===== config.mk =====
export PLATFORM = sky130hd
export DESIGN_NAME = sdi_ctrl
export DESIGN_NICKNAME = d
export VERILOG_FILES = /design/src/hdl/sdi_pkg.sv /design/src/hdl/sdi_ctrl.sv
export SDC_FILE = /design/constraint.sdc
export NUM_CORES = 1
export LEC_CHECK = 0
export BUFFER_PORTS_ARGS = -buffer_cell sky130_fd_sc_hd__buf_2
export CAP_MARGIN = 20
export CORE_ASPECT_RATIO = 0.6
export CORE_MARGIN = 3
export CORE_UTILIZATION = 45
export DETAILED_ROUTE_END_ITERATION = 12
export HOLD_SLACK_MARGIN = 0.05
export PLACE_DENSITY = 0.69
export SLEW_MARGIN = 20
export SYNTH_ARGS = -nofsm -noshare
export SYNTH_HDL_FRONTEND = slang
export SYNTH_SLANG_ARGS = --single-unit

===== constraint.sdc =====
create_clock -name CLK -period 5.47 [get_ports CLK]
set_clock_uncertainty 0.15 [all_clocks]
set_input_delay 0.547 -clock CLK [delete_from_list [all_inputs] [get_ports CLK]]
set_output_delay 0.547 -clock CLK [all_outputs]
set_load 0.02 [all_outputs]

===== src/hdl/sdi_pkg.sv =====
// How it works
// (RULE_01) After reset all memory control outputs idle; no command before start-up time passes.
// (RULE_02) Software programs control, address-control and mask registers with commands disabled first.
// (RULE_03) Precharge-init set: next access in memory space issues precharge-all, then waits.
// (RULE_04) Software enables refresh and waits eight refreshes before mode register set.
// (RULE_05) Column latency of one, two or three clocks, from the latency field.
// (RULE_06) Bursts of 1, 2, 4 or 16 bytes; every beat gets address and command.
// (RULE_07) Memory mode register must be set to burst length one.
// (RULE_08) Mode-set-init set: next access in the space becomes a mode register set.
// (RULE_09) Mode register set drives the access address unmultiplexed onto the address pins.
// (RULE_10) A read or a write triggers the mode set; only its address matters.
// (RULE_11) Mode register set is issued in the first clock of the access.
// (RULE_12) Software widens the address mask for the mode set, then restores it.
// (RULE_13) Software sets the command/bank map field before the mode set.
// (RULE_14) Control bit 13 clear: row and column multiplexed internally onto address pins.
// (RULE_15) Control bit 12 clear: clock-enable pin is the memory clock enable.
// (RULE_16) Control bit 11 selects self-refresh.
// (RULE_17) Control bits 10:9 set refresh-to-activate gap; 00 gives three clocks.
// (RULE_18) Control bits 8:0 set refresh interval as (count+1)*16 clocks.
// (RULE_19) Control bits 15 and 14 read as zero.
// (RULE_20) Refresh counter hits zero, sets request, reloads; precharge, refresh, clear request.
// (RULE_21) Accesses arriving during a refresh cycle wait until it completes.
// (RULE_22) Setting self-refresh sends entry command; clearing it ends self-refresh.
package sdi_pkg;
	localparam logic [7:0]  OFS_CONTROL   = 8'h00;
	localparam logic [7:0]  OFS_ADDR_CTRL = 8'h04;
	localparam logic [7:0]  OFS_ADDR_MASK = 8'h08;
	localparam logic [7:0]  OFS_STATUS    = 8'h0c;
	localparam int          CTRL_NO_MUX_BIT   = 13;
	localparam int          CTRL_CMD_CKE_BIT  = 12;
	localparam int          CTRL_SELF_BIT     = 11;
	localparam int          CTRL_REFRESH_TO_ACTIVATE_FIELD_LSB     = 9;
	localparam int          CTRL_RC_LSB       = 0;
	localparam int          AC_REFRESH_EN_BIT = 15;
	localparam int          AC_COLUMN_LATENCY_FIELD_LSB       = 12;
	localparam int          AC_CBM_LSB        = 8;
	localparam int          AC_MODE_SET_BIT   = 6;
	localparam int          AC_PRECHARGE_BIT  = 3;
	localparam int          BASE_LSB          = 18;
	localparam int          AM_VALID_BIT      = 0;
	localparam logic [15:0] CONTROL_RESET     = 16'h0000;
	localparam logic [15:0] CONTROL_WMASK     = 16'h3fff;
	localparam logic [31:0] ADDR_CTRL_RESET   = 32'h0000_0000;
	localparam logic [31:0] ADDR_CTRL_WMASK   = 32'hfffc_b778;
	localparam logic [31:0] ADDR_MASK_RESET   = 32'h0000_0000;
	localparam logic [31:0] ADDR_MASK_WMASK   = 32'hfffc_017f;
	localparam int          CLK_PERIOD_PS     = 25000;
	localparam int          STARTUP_US        = 100;
	localparam int          STARTUP_CYCLES    = (STARTUP_US * 1000000) / CLK_PERIOD_PS;
	localparam int          TRP_NS            = 20;
	localparam int          TRP_CYCLES        = (TRP_NS * 1000 + CLK_PERIOD_PS - 1) / CLK_PERIOD_PS;
	localparam int          REFRESH_UNIT_LOG2 = 4;
	localparam int          REFRESH_TO_ACTIVATE_FIELD_BASE         = 3;
	localparam int          CMD_BIT_BASE      = 17;
	localparam logic [1:0]  SIZE_16B          = 2'b11;
	localparam logic [1:0]  LAST_BEAT_16B     = 2'd3;
	localparam logic [3:0]  CMD_INHIBIT       = 4'hf;
	localparam logic [3:0]  CMD_NOP           = 4'h7;
	localparam logic [3:0]  CMD_ACTIVATE      = 4'h3;
	localparam logic [3:0]  CMD_READ          = 4'h5;
	localparam logic [3:0]  CMD_WRITE         = 4'h4;
	localparam logic [3:0]  CMD_PRECHARGE_ALL = 4'h2;
	localparam logic [3:0]  CMD_REFRESH       = 4'h1;
	localparam logic [3:0]  CMD_MODE_SET      = 4'h0;
	typedef enum logic [5:0] {
		ST_IDLE = 6'h01,
		ST_COL  = 6'h02,
		ST_LAT  = 6'h04,
		ST_PRE  = 6'h08,
		ST_REF  = 6'h10,
		ST_SELF = 6'h20
	} sdi_state_e;
endpackage


===== src/hdl/sdi_ctrl.sv =====
`timescale 1ns/10ps
module sdi_ctrl (
	// Clock, reset, enable
	input  wire logic        CLK,
	input  wire logic        RESET,
	input  wire logic        CE,
	// APB register port
	input  wire logic        PSEL,
	input  wire logic        PENABLE,
	input  wire logic        PWRITE,
	input  wire logic [7:0]  PADDR,
	input  wire logic [31:0] PWDATA,
	output logic      [31:0] PRDATA,
	output logic             PREADY,
	output logic             PSLVERR,
	// Memory access request
	input  wire logic        MEM_REQ,
	input  wire logic [31:0] MEM_ADDR,
	input  wire logic        MEM_WRITE,
	input  wire logic [1:0]  MEM_SIZE,
	output logic             MEM_ACK,
	// Memory pins
	output logic             SDRAM_CS_N,
	output logic             SDRAM_RAS_N,
	output logic             SDRAM_CAS_N,
	output logic             SDRAM_WE_N,
	output logic             SDRAM_CKE,
	output logic      [13:0] SDRAM_A,
	output logic      [1:0]  SDRAM_BA
);
	logic [15:0]            dram_control_reg;
	logic [31:0]            dram_address_control_reg;
	logic [31:0]            dram_address_mask_reg;
	sdi_pkg::sdi_state_e    state;
	sdi_pkg::sdi_state_e    next_state;
	logic [2:0]             cnt;
	logic [2:0]             next_cnt;
	logic [1:0]             beat;
	logic [1:0]             next_beat;
	logic                   ref_after;
	logic                   next_ref_after;
	logic                   refresh_req;
	logic                   cke;
	logic                   next_cke;
	logic [3:0]             next_cmd;
	logic [13:0]            next_a;
	logic [1:0]             next_ba;
	logic                   next_ack;
	logic                   ref_clear;
	logic                   clr_precharge;
	logic                   clr_mode_set;
	logic [12:0]            ref_cnt;
	logic [11:0]            startup_cnt;
	logic                   startup_done;

	// Register fields
	wire                    no_internal_mux_bit        = dram_control_reg[sdi_pkg::CTRL_NO_MUX_BIT];
	wire                    command_on_clock_enable_bit = dram_control_reg[sdi_pkg::CTRL_CMD_CKE_BIT];
	wire                    self_refresh_bit           = dram_control_reg[sdi_pkg::CTRL_SELF_BIT];
	wire [1:0]              refresh_to_activate_field  = dram_control_reg[sdi_pkg::CTRL_REFRESH_TO_ACTIVATE_FIELD_LSB +: 2];
	wire [8:0]              refresh_count_field        = dram_control_reg[sdi_pkg::CTRL_RC_LSB +: 9];
	wire                    refresh_enable_bit  = dram_address_control_reg[sdi_pkg::AC_REFRESH_EN_BIT];
	wire [1:0]              column_latency_field = dram_address_control_reg[sdi_pkg::AC_COLUMN_LATENCY_FIELD_LSB +: 2];
	wire [2:0]              command_bank_map_field = dram_address_control_reg[sdi_pkg::AC_CBM_LSB +: 3];
	wire                    mode_set_init_bit   = dram_address_control_reg[sdi_pkg::AC_MODE_SET_BIT];
	wire                    precharge_init_bit  = dram_address_control_reg[sdi_pkg::AC_PRECHARGE_BIT];
	wire [13:0]             base_address_mask_field = dram_address_mask_reg[31:sdi_pkg::BASE_LSB];
	wire                    mask_valid          = dram_address_mask_reg[sdi_pkg::AM_VALID_BIT];

	// APB decode
	wire                    apb_access = PSEL && PENABLE && !PREADY;
	wire                    apb_write  = PSEL && PENABLE && PREADY && PWRITE;
	wire                    sel_ctrl   = (PADDR == sdi_pkg::OFS_CONTROL);
	wire                    sel_ac     = (PADDR == sdi_pkg::OFS_ADDR_CTRL);
	wire                    sel_am     = (PADDR == sdi_pkg::OFS_ADDR_MASK);
	wire                    sel_stat   = (PADDR == sdi_pkg::OFS_STATUS);
	wire                    unmapped   = !(sel_ctrl || sel_ac || sel_am || sel_stat);
	wire [31:0]             status_word = {26'h0, self_refresh_bit && (state == sdi_pkg::ST_SELF),
	                                       refresh_req, !(state == sdi_pkg::ST_IDLE), startup_done,
	                                       mode_set_init_bit, precharge_init_bit};
	wire [31:0]             rdata = sel_ctrl ? {16'h0, dram_control_reg & sdi_pkg::CONTROL_WMASK} : // RULE_19
	                                sel_ac   ? dram_address_control_reg :
	                                sel_am   ? dram_address_mask_reg :
	                                sel_stat ? status_word : 32'h0;

	// Address decode and pin mapping
	wire                    in_space = mask_valid &&
	                          (((MEM_ADDR[31:sdi_pkg::BASE_LSB] ^ dram_address_control_reg[31:sdi_pkg::BASE_LSB])
	                            & ~base_address_mask_field) == 14'h0);
	wire [4:0]              bank_lsb = 5'(sdi_pkg::CMD_BIT_BASE + 1) + {2'b00, command_bank_map_field};
	wire [1:0]              bank     = MEM_ADDR[bank_lsb +: 2];
	wire [13:0]             flat_addr = MEM_ADDR[15:2];
	wire [13:0]             row_addr  = no_internal_mux_bit ? flat_addr : MEM_ADDR[23:10]; // RULE_14
	wire [1:0]              col_low   = MEM_ADDR[3:2] + beat;
	wire [13:0]             col_addr  = no_internal_mux_bit ? {flat_addr[13:2], col_low} // RULE_06
	                                                        : {6'h0, MEM_ADDR[9:4], col_low};
	wire [1:0]              last_beat = (MEM_SIZE == sdi_pkg::SIZE_16B) ? sdi_pkg::LAST_BEAT_16B : 2'd0;
	wire [2:0]              refresh_to_activate_field_wait = 3'(sdi_pkg::REFRESH_TO_ACTIVATE_FIELD_BASE - 1) + {1'b0, refresh_to_activate_field};
	wire [2:0]              trp_wait  = 3'(sdi_pkg::TRP_CYCLES);
	wire                    can_start = MEM_REQ && !MEM_ACK && startup_done; // RULE_01

	// Command sequencer
	always_comb begin
		next_state     = state;
		next_cnt       = cnt;
		next_beat      = beat;
		next_ref_after = ref_after;
		next_cke       = cke;
		next_cmd       = sdi_pkg::CMD_NOP;
		next_a         = SDRAM_A;
		next_ba        = SDRAM_BA;
		next_ack       = 1'b0;
		ref_clear      = 1'b0;
		clr_precharge  = 1'b0;
		clr_mode_set   = 1'b0;
		case (state)
			sdi_pkg::ST_IDLE: begin
				if (!startup_done) begin
					next_cmd = sdi_pkg::CMD_INHIBIT; // RULE_01
				end else if (self_refresh_bit) begin
					next_cmd   = sdi_pkg::CMD_REFRESH; // RULE_22
					next_cke   = 1'b0; // RULE_16
					next_state = sdi_pkg::ST_SELF;
				end else if (refresh_req) begin
					next_cmd       = sdi_pkg::CMD_PRECHARGE_ALL; // RULE_20
					next_a         = 14'h0400;
					next_ref_after = 1'b1;
					next_cnt       = trp_wait;
					next_state     = sdi_pkg::ST_PRE;
				end else if (can_start && !in_space) begin
					next_ack = 1'b1;
				end else if (can_start && mode_set_init_bit) begin
					next_cmd       = sdi_pkg::CMD_MODE_SET; // RULE_08 RULE_10 RULE_11
					next_a         = flat_addr; // RULE_09
					next_ba        = bank;
					clr_mode_set   = 1'b1;
					next_ref_after = 1'b0;
					next_cnt       = trp_wait;
					next_state     = sdi_pkg::ST_PRE;
				end else if (can_start && precharge_init_bit) begin
					next_cmd       = sdi_pkg::CMD_PRECHARGE_ALL; // RULE_03
					next_a         = 14'h0400;
					clr_precharge  = 1'b1;
					next_ref_after = 1'b0;
					next_cnt       = trp_wait;
					next_state     = sdi_pkg::ST_PRE;
				end else if (can_start) begin
					next_cmd   = sdi_pkg::CMD_ACTIVATE;
					next_a     = row_addr;
					next_ba    = bank;
					next_beat  = 2'd0;
					next_cnt   = {1'b0, column_latency_field}; // RULE_05
					next_state = sdi_pkg::ST_COL;
				end
			end
			sdi_pkg::ST_COL: begin
				// One column command per beat, each with a fresh address
				if (cnt != 3'd0) begin
					next_cnt = cnt - 3'd1;
				end else begin
					next_cmd = MEM_WRITE ? sdi_pkg::CMD_WRITE : sdi_pkg::CMD_READ; // RULE_06
					next_a   = col_addr;
					if (beat == last_beat) begin
						next_cnt   = {1'b0, column_latency_field}; // RULE_05
						next_state = sdi_pkg::ST_LAT;
					end else begin
						next_beat = beat + 2'd1;
					end
				end
			end
			sdi_pkg::ST_LAT: begin
				if (cnt != 3'd0) begin
					next_cnt = cnt - 3'd1;
				end else begin
					next_cmd       = sdi_pkg::CMD_PRECHARGE_ALL;
					next_a         = 14'h0400;
					next_ref_after = 1'b0;
					next_cnt       = trp_wait;
					next_state     = sdi_pkg::ST_PRE;
				end
			end
			sdi_pkg::ST_PRE: begin
				// Precharge time over: refresh or finish the access
				if (cnt != 3'd1) begin
					next_cnt = cnt - 3'd1;
				end else if (ref_after) begin
					next_cmd   = sdi_pkg::CMD_REFRESH; // RULE_20
					ref_clear  = 1'b1;
					next_cnt   = refresh_to_activate_field_wait; // RULE_17
					next_state = sdi_pkg::ST_REF;
				end else begin
					next_ack   = 1'b1;
					next_state = sdi_pkg::ST_IDLE;
				end
			end
			sdi_pkg::ST_REF: begin
				if (cnt != 3'd1) begin
					next_cnt = cnt - 3'd1; // RULE_21
				end else begin
					next_state = sdi_pkg::ST_IDLE;
				end
			end
			sdi_pkg::ST_SELF: begin
				// Leaving self-refresh raises the clock enable again
				if (!self_refresh_bit) begin
					next_cke   = 1'b1; // RULE_22
					next_state = sdi_pkg::ST_IDLE;
				end
			end
			default: begin
				next_state = sdi_pkg::ST_IDLE;
			end
		endcase
	end

	// Clock-enable pin: memory clock enable or command bit
	wire                    next_cke_pin = command_on_clock_enable_bit ? next_a[10] : next_cke; // RULE_15
	wire [12:0]             ref_reload   = {refresh_count_field, {sdi_pkg::REFRESH_UNIT_LOG2{1'b1}}}; // RULE_18
	wire                    ref_hit      = refresh_enable_bit && (ref_cnt == 13'h0);
	wire [15:0]             next_control = (dram_control_reg & ~sdi_pkg::CONTROL_WMASK)
	                                       | (PWDATA[15:0] & sdi_pkg::CONTROL_WMASK);
	wire [31:0]             ac_hw = dram_address_control_reg
	                                & ~({31'h0, clr_mode_set} << sdi_pkg::AC_MODE_SET_BIT)
	                                & ~({31'h0, clr_precharge} << sdi_pkg::AC_PRECHARGE_BIT);
	wire [31:0]             next_ac = (apb_write && sel_ac) ? (PWDATA & sdi_pkg::ADDR_CTRL_WMASK) : ac_hw;
	wire [31:0]             next_am = PWDATA & sdi_pkg::ADDR_MASK_WMASK;

	// APB slave
	always_ff @(posedge CLK or posedge RESET) begin
		if (RESET) begin
			PREADY  <= 1'b0;
			PSLVERR <= 1'b0;
			PRDATA  <= 32'h0;
		end else if (CE) begin
			PREADY  <= apb_access;
			PSLVERR <= apb_access && unmapped;
			PRDATA  <= apb_access ? rdata : 32'h0;
		end
	end

	// Registers
	always_ff @(posedge CLK or posedge RESET) begin
		if (RESET) begin
			dram_control_reg         <= sdi_pkg::CONTROL_RESET;
			dram_address_control_reg <= sdi_pkg::ADDR_CTRL_RESET;
			dram_address_mask_reg    <= sdi_pkg::ADDR_MASK_RESET;
		end else if (CE) begin
			if (apb_write && sel_ctrl) begin
				dram_control_reg <= next_control;
			end
			// A software write wins over the self-clear of the init bits
			dram_address_control_reg <= next_ac;
			if (apb_write && sel_am) begin
				dram_address_mask_reg <= next_am;
			end
		end
	end

	// Refresh timer and start-up timer
	always_ff @(posedge CLK or posedge RESET) begin
		if (RESET) begin
			ref_cnt      <= 13'h0;
			refresh_req  <= 1'b0;
			startup_cnt  <= 12'h0;
			startup_done <= 1'b0;
		end else if (CE) begin
			ref_cnt      <= (!refresh_enable_bit || ref_hit) ? ref_reload : ref_cnt - 13'h1; // RULE_20
			// A refresh hit in the cycle of the clear keeps the request
			refresh_req  <= ref_hit || (refresh_req && !ref_clear);
			// Commands wait until the power-up period has run out
			startup_cnt  <= startup_done ? startup_cnt : startup_cnt + 12'h1;
			startup_done <= startup_done || (startup_cnt == 12'(sdi_pkg::STARTUP_CYCLES - 1)); // RULE_01
		end
	end

	// Sequencer state and pins
	always_ff @(posedge CLK or posedge RESET) begin
		if (RESET) begin
			state       <= sdi_pkg::ST_IDLE;
			cnt         <= 3'h0;
			beat        <= 2'h0;
			ref_after   <= 1'b0;
			cke         <= 1'b1;
			MEM_ACK     <= 1'b0;
			{SDRAM_CS_N, SDRAM_RAS_N, SDRAM_CAS_N, SDRAM_WE_N} <= sdi_pkg::CMD_INHIBIT; // RULE_01
			SDRAM_CKE   <= 1'b1;
			SDRAM_A     <= 14'h0;
			SDRAM_BA    <= 2'h0;
		end else if (CE) begin
			state       <= next_state;
			cnt         <= next_cnt;
			beat        <= next_beat;
			ref_after   <= next_ref_after;
			cke         <= next_cke;
			MEM_ACK     <= next_ack;
			{SDRAM_CS_N, SDRAM_RAS_N, SDRAM_CAS_N, SDRAM_WE_N} <= next_cmd;
			SDRAM_CKE   <= next_cke_pin;
			SDRAM_A     <= next_a;
			SDRAM_BA    <= next_ba;
		end
	end
endmodule


==> qor_table.md, run 1 <==
| Item | Value | Unit |
|:---|:---|:---|
| Cells taking the most area after synthesis | dfrtp_1 45%, mux2_2 8.4%, mux4_2 3.0% | - |
| Post-Syn Nets | 841 | - |
| Pin count of the biggest net entering global routing | 100 | - |
| Simple-Gate Fraction of Synth Area | 0.125 | - |
| Remaining global-route overflow | 0 | - |
| Worst min-delay path category | in -> async | - |
| Switching pwr | 1230 | uW |
| Max cap viols | 0 | - |
| Final Critical Period | 3020 | ps |
| Routed length per placed instance | 21.3 | um |
| I/O pin count | 138 | - |
| Nets@finish | 957 | - |
| Routability congestion estimate from global placement | 0.948 | - |
| Dominant combinational cell family by area after synthesis | compound AO/OA/AOI/OAI gates | - |
| Detailed-route via count | 6789 | - |
| Cell Rows | 37 | - |
| Peak Freq | 331 | MHz |
| Total number of H-tree levels | 4 | - |
| Pwr dens | 367 | nW/um2 |
| Commonest cells after routing, fill and taps aside | 147 x dfrtp_1, 132 x buf_2, 61 x mux2_2 | - |
| Crit Path Class | reg -> reg | - |
| Int Power | 2310 | uW |
| Final worst-path cycle share | 0.552 | - |
| Drt drc | 0 | - |
| Dominant register cell in the synthesized netlist | dfrtp_1 | - |
| Share of synthesized registers carrying an async set or reset | 1.00 | - |
| Post-synthesis average cell area | 10.8 | um2 |
| Area leader, netlist | dfrtp_1 | - |
| Relative max-transition margin | 0.251 | - |
| Total clock buffers created by CTS | 17 | - |
| Clk network pwr share | 0.348 | - |
| FF-to-FF path depth | 6 | - |
| Number of antenna violations at the first check in global routing | 3 | - |
| Clock-pin slew of the registers on the worst-case setup and hold paths | 70 | ps |
| Iteration-0 DRC count of the detailed router | 680 | - |
| Clk Tree Root Cell | clkbuf_16 | - |
| First-pass GRT wire length | 36.8 | mm |
| Final Setup Violations | 0 | - |
| Sequential power share | 0.392 | - |
| Longest Clk Path Bufs | 2 | - |
| Fraction of the mapped netlist area in compound gates | 0.182 | - |
| Switching share of power | 0.348 | - |
| Hold-fix buffers, CTS | 0 | - |
| Post-route antenna net violation count | 0 | - |
| Die outline area | 19800 | um2 |
| Most common cell after layout, fill and taps aside | dfrtp_1 | - |
| Fraction of layout cells with a size suffix above 1 | 0.308 | - |
| Number of enable-type register cells in the synthesized netlist | 0 | - |
| Buffers inserted by post-CTS timing repair | 0 | - |
| Total clock sinks | 154 | - |
| Number of optimization iterations in the first detailed-route pass | 5 | - |
| IO buf count | 132 | - |
| Final worst hold slack | 184 | ps |
| Type of element launching the critical path | flop | - |
| LEAKAGE | 0.00447 | uW |
| Final number of hold-violating endpoints | 0 | - |
| Area share of the largest cell type after synthesis | 0.451 | - |
| All-Layer GR Usage | 0.239 | - |
| Routed wire length | 23.8 | mm |
| Multiplexer fraction of the synthesized cell area | 0.137 | - |
| Arr. time, crit path | 3170 | ps |
| Least-Margin Pin Slew | 1120 | ps |
| Outcome | finished, final reports clean | - |
| Final HPWL DP | 17.3 | mm |
| Number of instances in the synthesized netlist | 752 | - |
| Mapped cell area | 8160 | um2 |
| Endpoint required time on the critical path | 5620 | ps |
| Synth-to-layout area growth | 18.1 | % |
| Diodes inserted | 0 | - |
| Vias per std cell | 6.09 | - |
| Floorplan die width | 180 | um |
| Fraction of synthesized cell area in xor and xnor cells | 0.0322 | - |
| Maximum net fanout on the critical path | 12 | - |
| Synth Area in Adders | 0.0107 | - |
| Flip-flop and latch count after synthesis | 154 | - |
| Endpoint class of the critical path | flop | - |
| Count of instances resized after the clock tree is built | 0 | - |
| Number of warnings issued by yosys | 0 | - |
| Insertion delay to the later sink of the worst-skew pair | 420 | ps |
| Flip-flop count of the largest register, all copies and words added | 30 | - |
| Final Max Slew Viols | 0 | - |
| Standard cell core area | 17500 | um2 |
| Comb pwr share | 0.260 | - |
| Final-layout setup total negative slack | 0 | ps |
| Number of global-route vias before repair | 6561 | - |
| Die height | 110 | um |
| Post-synth cell types | 81 | - |
| Setup repair after global routing missed its margin | false | - |
| Share of the yosys chip area belonging to registers | 0.473 | - |
| Initial Util | 0.467 | - |
| TritonCTS clock tree | done | - |
| IR Drop Worst-Case VDD | 0.238 | mV |
## routing by layer
metal,global-route usage,vias up,wire (um)
met5,0,-,27
met4,0.0507,6,272
met3,0.0584,38,2140
met2,0.338,309,9740
met1,0.369,3377,11600
li1,-,3059,-
## synth_stat cells (5+ instances only)
cell / n
buf_1: 8
clkbuf_1: 26
o22ai_1: 13
nand3_1: 22
nor2b_1: 13
mux2i_1: 12
and3_1: 7
inv_1: 32
mux4_2: 11
a211o_1: 7
or3_1: 7
a211oi_1: 8
o21a_1: 5
nand4_1: 8
nor3_1: 13
dfstp_2: 7
a22oi_1: 26
nand2_1: 34
a22o_1: 14
ha_1: 7
mux2_2: 61
xor2_1: 5
a21oi_1: 32
buf_2: 7
o21ai_0: 41
xnor2_1: 25
dfrtp_1: 147
o2bb2ai_1: 14
nor2_1: 43
nor4_1: 9
## layout make-up
| cell class | instances | area [um2] |
|---|---|---|
| clock buffer | 19 | 453 |
| clock inverter | 13 | 155 |
| fill | 1521 | 7820 |
| inverter | 32 | 125 |
| tap | 234 | 293 |
| timing repair buffer | 142 | 739 |
| sequential | 154 | 3860 |
| multi-input combinational | 521 | 4010 |
## critical path: stages (launching register included)
cell and delay [ps]:
dfstp_2 620, nor4b_2 380, nand2_1 420, nor3_1 640
o21ai_0 290, a221oi_1 290, o21ai_0 120
## final timing paths
check | start | end | slack [ps]
max in group asynchronous | RESET | cnt[0]$_DFFE_PP0P_ | 3720
setup / recovery | state[0]$_DFFE_PP1P_ | beat[1]$_DFFE_PP0P_ | 2450
hold reg to reg | startup_cnt[11]$_DFFE_PP0P_ | startup_cnt[11]$_DFFE_PP0P_ | 320
setup reg to reg | state[0]$_DFFE_PP1P_ | beat[1]$_DFFE_PP0P_ | 2450
min in group CLK | PWDATA[15] | dram_address_control_reg[15]$_DFFE_PP0P_ | 210
hold / removal | RESET | dram_address_mask_reg[4]$_DFFE_PP0P_ | 180
## stage by stage
stage               total power, uW  std cells   util  cell area [um2]  setup slack [ps]
floorplan                      2030        752      -             8160               635
global placement               2290       1082  0.516             9010              1980
detailed placement             2290       1082  0.516             9010              1930
CTS                            3530       1114  0.551             9610              2180
global route                   3690       1115  0.552             9630              2310
finish                         3530       1115  0.552             9630              2450
## cell families after synthesis
group,after synthesis
buffers and inverters,77
and+or+nand+nor,186
muxes,89
AOI/OAI and AO/OA,209
adders and majority gates,7
xor gates and xnor gates,30
DFF,154
## power groups by stage
| stage | clock [uW] | combinational, uW | sequential, uW |
|---|---|---|---|
| after global placement | 0 | 892 | 1400 |
| after detailed placement | 0 | 891 | 1400 |
| after floorplan | 0 | 647 | 1380 |
| final | 1230 | 919 | 1380 |
| after global routing | 1300 | 995 | 1400 |
| after CTS | 1250 | 900 | 1380 |
No activity file was read; power rests on OpenSTA's default activity.
==> run 2, diff against run 1 <==
--- a/config.mk
+++ b/config.mk
@@ -5,6 +5,7 @@
 export SDC_FILE = /design/constraint.sdc
 export NUM_CORES = 1
 export LEC_CHECK = 0
+export ABC_AREA = 1
 export BUFFER_PORTS_ARGS = -buffer_cell sky130_fd_sc_hd__buf_2
 export CAP_MARGIN = 20
 export CORE_ASPECT_RATIO = 0.6
==> constraint.sdc (replaced) <==
create_clock -name CLK -period 3.1 [get_ports CLK]
set_clock_uncertainty 0.15 [all_clocks]
set_input_delay 0.31 -clock CLK [delete_from_list [all_inputs] [get_ports CLK]]
set_output_delay 0.31 -clock CLK [all_outputs]
set_load 0.02 [all_outputs]
==> run 2 against run 1 <==
Effect of this change:
- sequential cell count unchanged
- critical path type unchanged
- sequential share of layout area decreased by 2.4 points
- global-route usage increased by 0.82 points
- fmax increased by 18%
- area after synthesis increased by 3.6%
- via count increased by 19%
- final cell count increased by 36%
- worst hold slack got worse by 110 ps
- worst setup slack got worse by 1900 ps
- cell area increased by 6.2%
- clock power increased by 63%
==> qor_table.md, run 2 <==
| Item | Value | Unit | Change |
|:---|:---|:---|:---|
| Relative max-transition margin | 0.459 | - | +0.209 |
| Placed instance count | 1450 | - | +34% |
| Cell Rows | 38 | - | +2.7% |
| I/O pin count | 138 | - | unchanged |
| Arr. time, crit path | 2720 | ps | -450 ps |
| Least-Margin Pin Slew | 808 | ps | -313 ps |
| Number of global-route vias before repair | 7623 | - | +16% |
| Pin count of the biggest net entering global routing | 64 | - | -36% |
| Outcome | finished, final reports clean | - |  |
| Buffers inserted by post-CTS timing repair | 0 | - | unchanged |
| Top cells by count, synth | 250 x nand2_1, 161 x inv_1, 147 x dfrtp_1 | - |  |
| Pwr dens | 576 | nW/um2 | +57% |
| IO buf count | 132 | - | unchanged |
| Endpoint class of the critical path | flop | - |  |
| Critical register-to-register path endpoint | SDRAM_A[0]$_DFFE_PP0P_ | - |  |
| Number of cells on the worst hold path | 3 | - |  |
| Final HPWL DP | 18.0 | mm | +4.4% |
| Iteration-0 DRC count of the detailed router | 771 | - | +13% |
| Final worst-path cycle share | 0.825 | - | +0.273 |
| Cell mode on critical path | nand3_1 | - |  |
| Maximum net fanout on the critical path | 24 | - | +12 |
| Standard cell core area | 18300 | um2 | +4.6% |
| Flip-flop count of the largest register, all copies and words added | 30 | - | unchanged |
| Synth-to-layout area growth | 21.1 | % |  |
| Initial Util | 0.463 | - | -0.00470 |
| Area share of the largest cell type after synthesis | 0.435 | - | -0.0155 |
| Floorplan die width | 183 | um | +1.7% |
| Post-route antenna net violation count | 0 | - | unchanged |
| Cells taking the most area after synthesis | dfrtp_1 44%, nand2_1 11%, inv_1 7.2% | - |  |
| Number of warnings issued by yosys | 0 | - | unchanged |
| Register-to-register setup slack | 540 | ps | -1910 ps |
| Clock-pin slew of the registers on the worst-case setup and hold paths | 70 | ps | about the same |
| Kind of cell adding the most delay to the critical path | simple AND/OR/NAND/NOR gates | - |  |
| Share of the yosys chip area belonging to registers | 0.457 | - | -0.0163 |
| Number of enable-type register cells in the synthesized netlist | 0 | - | unchanged |
| Library cell with the highest instance count after synthesis | nand2_1 | - |  |
| Routability congestion estimate from global placement | 0.893 | - | -5.8% |
| Max cap viols | 0 | - | unchanged |
| Insertion delay to the later sink of the worst-skew pair | 430 | ps | about the same |
| Setup repair after global routing missed its margin | false | - |  |
| Longest Clk Path Bufs | 2 | - | unchanged |
| Flip-flop and latch count after synthesis | 154 | - | unchanged |
| Final worst hold slack | 70.1 | ps | -114 ps |
| Min-Delay Startpoint | PWDATA[1] | - |  |
| Hold-fix buffers, CTS | 30 | - | +30 |
| All-Layer GR Usage | 0.247 | - | +0.00821 |
| Final number of hold-violating endpoints | 0 | - | unchanged |
| Crit Path Class | reg -> reg | - |  |
| Dominant register cell in the synthesized netlist | dfrtp_1 | - |  |
| Post-Syn Nets | 1190 | - | +41% |
| Area leader, netlist | dfrtp_1 | - |  |
| Type of element launching the critical path | flop | - |  |
| Placed cell areas | 9380 | um2 | +4.2% |
| Commonest cells after routing, fill and taps aside | 250 x nand2_1, 160 x inv_1, 147 x dfrtp_1 | - |  |
| First-pass GRT wire length | 40.4 | mm | +9.6% |
| Buffers and inverters on the worst path | 2 | - | +2 |
| Die outline area | 20500 | um2 | +3.4% |
| Post-synthesis average cell area | 7.67 | um2 | -29% |
| Highest-delay cell along the critical path | nand4_1 | - |  |
| Most common cell after layout, fill and taps aside | nand2_1 | - |  |
| Number of antenna violations at the first check in global routing | 1 | - | -2 |
| Endpoint required time on the critical path | 3260 | ps | -2360 ps |
| Die height | 112 | um | +1.7% |
| Number of instances in the synthesized netlist | 1101 | - | +46% |
| Routed wire length | 24.9 | mm | +4.8% |
| Share of synthesized registers carrying an async set or reset | 1.00 | - | unchanged |
| Final standard cell count with taps included and fillers excluded | 1513 | - | +36% |
| Cells traversed along the worst timing path | nor2_4, nand4_1, nand3_2, nand3_1, nor2_2, nand2_2, inv_4, nand3_1, o21ai_1, inv_1 | - |  |
| Number of optimization iterations in the first detailed-route pass | 6 | - | +1 |
| Count of instances resized after the clock tree is built | 0 | - | unchanged |
| Fraction of layout cells with a size suffix above 1 | 0.180 | - | -0.128 |
| Maximum single-stage delay on the critical path | 530 | ps | -110 ps |
| LEAKAGE | 0.00519 | uW | +16% |
| Total number of H-tree levels | 4 | - | unchanged |
| Peak Freq | 391 | MHz | +18% |
| Drt drc | 0 | - | unchanged |
| IR Drop Worst-Case VDD | 0.389 | mV | +63% |
| Final-layout setup total negative slack | 0 | ps | unchanged |
| Routed length per placed instance | 16.5 | um | -23% |
| Worst min-delay path category | in -> reg | - |  |
| Mapped cell area | 8450 | um2 | +3.6% |
| Clk Tree Root Cell | clkbuf_16 | - |  |
| Final Max Slew Viols | 0 | - | unchanged |
| Reg-to-reg startpoint | state[5]$_DFFE_PP0P_ | - |  |
| Total clock sinks | 154 | - | unchanged |
| Launch point of the worst path | state[5]$_DFFE_PP0P_ | - |  |
| Final Setup Violations | 0 | - | unchanged |
| FF-to-FF path depth | 10 | - | +4 |
| Post-synth cell types | 51 | - | -37% |
| Total clock buffers created by CTS | 17 | - | unchanged |
| Detailed-route via count | 8112 | - | +19% |
| Cell area after layout | 10200 | um2 | +6.2% |
| Nets@finish | 1348 | - | +41% |
| End of the worst hold path | dram_address_mask_reg[1]$_DFFE_PP0P_ | - |  |
| Vias per std cell | 5.36 | - | -12% |
| TritonCTS clock tree | done | - |  |
| Remaining global-route overflow | 0 | - | unchanged |
| Final Critical Period | 2560 | ps | -464 ps |
run 2: cells by family after synthesis:
kind of cell,Yosys count,synth area share
multiplexers,4,0.00533
AND/OR/NAND/NOR,445,0.230
flip-flops,154,0.457
adder cells (fa/ha/maj),7,0.0104
XOR/XNOR,21,0.0218
buffers and inverters,213,0.0989
AO/OA/AOI/OAI,257,0.177
run 2: tightest hold or removal path, stage by stage:
cell	delay (ps)
buf_2	80
inv_1	60
o21ai_0	150
run 2: per-layer routing:
layer / track usage / up-vias / share of wire / wire, um
met2: 0.341 / 375 / 0.39 / 9690
met3: 0.0625 / 28 / 0.098 / 2450
li1: - / 3920 / - / -
met1: 0.386 / 3789 / 0.50 / 12400
met4: 0.0593 / 0 / 0.014 / 346
met5: 0 / - / 0 / 0
run 2: how the worst max path moves through the flow:
stage	end	depth (start not counted)
after floorplan	MEM_ACK$_DFFE_PP0P_	1
after global placement	SDRAM_A[1]$_DFFE_PP0P_	10
after detailed placement	SDRAM_A[0]$_DFFE_PP0P_	10
after CTS	SDRAM_A[0]$_DFFE_PP0P_	10
after global routing	SDRAM_A[2]$_DFFE_PP0P_	10
final	SDRAM_A[0]$_DFFE_PP0P_	10
run 2: cell type report:
cell class | instances | area, um2
Antenna cell | 1 | 2.50
Clock buffer | 19 | 443
Clock inverter | 13 | 110
Fill cell | 1699 | 8020
Inverter | 177 | 671
Multi-Input combinational cell | 734 | 3750
Sequential cell | 154 | 3860
Tap cell | 240 | 300
Timing Repair Buffer | 175 | 1100
run 2: report_power, final:
group,total (uW),internal [uW],switching [uW],leakage [uW]
sequential,2470,2260,208,0.00204
combinational,1430,507,921,0.00288
clock,2000,1070,930,0.000273
total,5890,3840,2060,0.00519
run 2: through the flow:
step	worst slack (ps)	util	total power [uW]
global route	363	0.561	6210
finish	542	0.561	5890
detailed placement	621	0.514	3880
floorplan	701	-	3430
CTS	606	0.561	5900
global placement	675	0.514	3850
==> run 3, diff against run 2 <==
--- a/config.mk
+++ b/config.mk
@@ -13,7 +13,7 @@
 export CORE_UTILIZATION = 45
 export DETAILED_ROUTE_END_ITERATION = 12
 export HOLD_SLACK_MARGIN = 0.05
-export PLACE_DENSITY = 0.69
+export PLACE_DENSITY = 0.71
 export SLEW_MARGIN = 20
 export SYNTH_ARGS = -nofsm -noshare
 export SYNTH_HDL_FRONTEND = slang
==> constraint.sdc (replaced) <==
create_clock -name CLK -period 2.3 [get_ports CLK]
set_clock_uncertainty 0.15 [all_clocks]
set_input_delay 0.23 -clock CLK [delete_from_list [all_inputs] [get_ports CLK]]
set_output_delay 0.23 -clock CLK [all_outputs]
set_load 0.02 [all_outputs]
==> run 3 against run 2 <==
Effect of this change:
- sequential share of layout area is 1.1 points lower
- cell area is 3.1% higher
- sequential cell count stayed put
- sequential power is 35% higher
- global-route usage is 0.21 points higher
- worst hold slack better by 23 ps
- critical path depth stayed put
- combinational power is 41% higher
- via count is 1.5% higher
==> qor_table.md, run 3 (synthesized netlist as in run 2, its figures left out) <==
| Item | Value | Unit | Change |
|:---|:---|:---|:---|
| Longest Clk Path Bufs | 2 | - | unchanged |
| Comb pwr share | 0.247 | - | +0.005 |
| Setup slack after placement | 49.0 | ps | -572 ps |
| Final Total Pwr | 8120 | uW | +38% |
| Clk Tree Root Cell | clkbuf_16 | - |  |
| Peak Freq | 457 | MHz | +17% |
| Most common cell after layout, fill and taps aside | nand2_1 | - |  |
| Endpoint required time on the critical path | 2460 | ps | -800 ps |
| Least setup slack across all paths after layout | 112 | ps | -430 ps |
| Cell mode on critical path | nor2_2 | - |  |
| Core utilization of the finished layout | 0.578 | - | +0.0175 |
| Routability congestion estimate from global placement | 0.924 | - | +3.4% |
| Cell Rows | 38 | - | unchanged |
| IO buf count | 132 | - | unchanged |
| Initial Util | 0.463 | - | unchanged |
| Int Power | 5310 | uW | +38% |
| Drt drc | 0 | - | unchanged |
| LEAKAGE | 0.00535 | uW | +2.9% |
| Nets@finish | 1380 | - | +2.4% |
| Number of antenna violations at the first check in global routing | 0 | - | -1 |
| Total clock buffers created by CTS | 17 | - | unchanged |
| Clock-pin slew of the registers on the worst-case setup and hold paths | 60 | ps | about the same |
| Standard cell core area | 18300 | um2 | unchanged |
| Switching pwr | 2810 | uW | +37% |
| Detailed-route via count | 8234 | - | +1.5% |
| Crit Path Class | reg -> reg | - |  |
| Flip-flop count of the largest register, all copies and words added | 30 | - | unchanged |
| Endpoint class of the critical path | flop | - |  |
| Commonest cells after routing, fill and taps aside | 249 x nand2_1, 160 x inv_1, 147 x dfrtp_1 | - |  |
| Number of optimization iterations in the first detailed-route pass | 6 | - | unchanged |
| Routed wire length | 25.4 | mm | +1.9% |
| Floorplan die width | 183 | um | unchanged |
| Launch point of the worst path | ref_cnt[0]$_DFFE_PP0P_ | - |  |
| Worst min-delay path category | in -> reg | - |  |
| Kind of cell adding the most delay to the critical path | simple AND/OR/NAND/NOR gates | - |  |
| Buffers and inverters on the worst path | 2 | - | unchanged |
| Maximum single-stage delay on the critical path | 370 | ps | -160 ps |
| Final standard cell count with taps included and fillers excluded | 1544 | - | +2.0% |
| Pin count of the biggest net entering global routing | 94 | - | +47% |
| Routed length per placed instance | 16.4 | um | -0.17% |
| Maximum net fanout on the critical path | 9 | - | -63% |
| Vias per std cell | 5.33 | - | -0.53% |
| Total clock sinks | 154 | - | unchanged |
| Number of global-route vias before repair | 7741 | - | +1.5% |
| Final HPWL DP | 18.5 | mm | +2.5% |
| Post-route antenna net violation count | 0 | - | unchanged |
| I/O pin count | 138 | - | unchanged |
| Die outline area | 20500 | um2 | unchanged |
| Total number of H-tree levels | 4 | - | unchanged |
| Synth-to-layout area growth | 24.9 | % |  |
| Final number of hold-violating endpoints | 0 | - | unchanged |
| Outcome | finished, final reports clean | - |  |
| Number of filler cells placed in the layout | 1688 | - | -0.65% |
| Arr. time, crit path | 2350 | ps | -370 ps |
| Fraction of layout cells with a size suffix above 1 | 0.194 | - | +0.0140 |
| Remaining global-route overflow | 0 | - | unchanged |
| Switching share of power | 0.346 | - | -0.00293 |
| Final Critical Period | 2190 | ps | -370 ps |
| Final Setup Violations | 0 | - | unchanged |
| Diodes inserted | 0 | - | -1 |
| Reg-to-reg startpoint | ref_cnt[0]$_DFFE_PP0P_ | - |  |
| Final worst-path cycle share | 0.951 | - | +0.126 |
| Clk network pwr share | 0.343 | - | +0.004 |
| Insertion delay to the later sink of the worst-skew pair | 430 | ps | about the same |
| Type of element launching the critical path | flop | - |  |
| Die height | 112 | um | unchanged |
| Cells traversed along the worst timing path | inv_1, ha_1, nand3b_1, nor3_4, nand3_2, nor2_2, nor2_2, inv_2, nand2_4, mux2_4 | - |  |
| Highest-delay cell along the critical path | dfrtp_1 | - |  |
| IR Drop Worst-Case VDD | 0.501 | mV | +29% |
| Final Max Slew Viols | 0 | - | unchanged |
| TritonCTS clock tree | done | - |  |
| Sequential power share | 0.410 | - | -0.008 |
| Iteration-0 DRC count of the detailed router | 672 | - | -13% |
| All-Layer GR Usage | 0.249 | - | +0.00208 |
| Least-Margin Pin Slew | 554 | ps | -255 ps |
| Max cap viols | 0 | - | unchanged |
| Final worst hold slack | 93.5 | ps | +23.4 ps |
| Pwr dens | 769 | nW/um2 | +34% |
| First-pass GRT wire length | 40.5 | mm | +0.36% |
| Setup repair after global routing missed its margin | true | - |  |
| Min-Delay Startpoint | PADDR[2] | - |  |
| Relative max-transition margin | 0.630 | - | +0.170 |
| Placed instance count | 1468 | - | +1.2% |
run 3: changes by cell type in the layout (fill, tap and decap cells not counted), sizes merged:
cell         before  now
diode             1    0
clkinv            8    5
dlygate4sd3      30   42
inv             180  179
clkinvlp          2    6
buf             145  165
clkbuf           19   18
bufinv            0    1
run 3: final timing paths:
kind | to | slack [ps] | cells past startpoint
min in group asynchronous | dram_address_control_reg[28]$_DFFE_PP0P_ | 340 | 4
max in group asynchronous | SDRAM_RAS_N$_DFFE_PP1P_ | 1190 | 4
setup / recovery | ref_cnt[5]$_DFFE_PP0P_ | 110 | 10
hold reg to reg | SDRAM_CKE$_DFFE_PP1P_ | 320 | 2
setup reg to reg | ref_cnt[5]$_DFFE_PP0P_ | 110 | 10
hold / removal | PRDATA[1]$_DFFE_PP0P_ | 90 | 4
run 3: layer usage:
layer	GRT usage	wire, um	share of wire	vias up
met5	0	0	0	-
met1	0.401	12700	0.50	3850
met3	0.0547	2380	0.094	26
met4	0.0573	291	0.011	0
met2	0.337	10000	0.39	371
li1	-	-	-	3987
run 3: repair_timing:
item,in CTS,in global routing
setup buffers,0,2
endpoints found under the hold margin,221,0
hold buffers,42,0
setup endpoints to repair,0,22
gates resized for setup,0,9
run 3: tightest hold or removal path, stage by stage:
cell	delay (ps)
buf_2	120
a21oi_1	70
nand4_1	120
nand3_1	80
run 3: area by class of cell:
cell class / count / area, um2 / area share
flip-flops and latches: 154 / 3860 / 0.366
clock buffers: 18 / 439 / 0.0416
multi-input cells: 734 / 3780 / 0.358
clock inverters: 14 / 136 / 0.0129
well taps: 240 / 300 / 0.0284
repair buffers: 207 / 1370 / 0.129
inverters: 177 / 676 / 0.0640
run 3: stage by stage:
stage / area (um2) / setup TNS (ps)
3_5_place_dp: 9520 / 0
6_report: 10600 / 0
3_3_place_gp: 9520 / 0
2_1_floorplan: 8450 / -2820
5_1_grt: 10600 / -40.8
4_1_cts: 10500 / 0
run 3: power by group through the flow:
| stage | registers, uW | clock network (uW) | logic (uW) |
|---|---|---|---|
| final | 3330 | 2780 | 2010 |
| after global routing | 3370 | 2940 | 2230 |
| after CTS | 3320 | 2820 | 1970 |
| after detailed placement | 3350 | 0 | 1910 |
| after global placement | 3350 | 0 | 1860 |
| after floorplan | 3500 | 0 | 1130 |
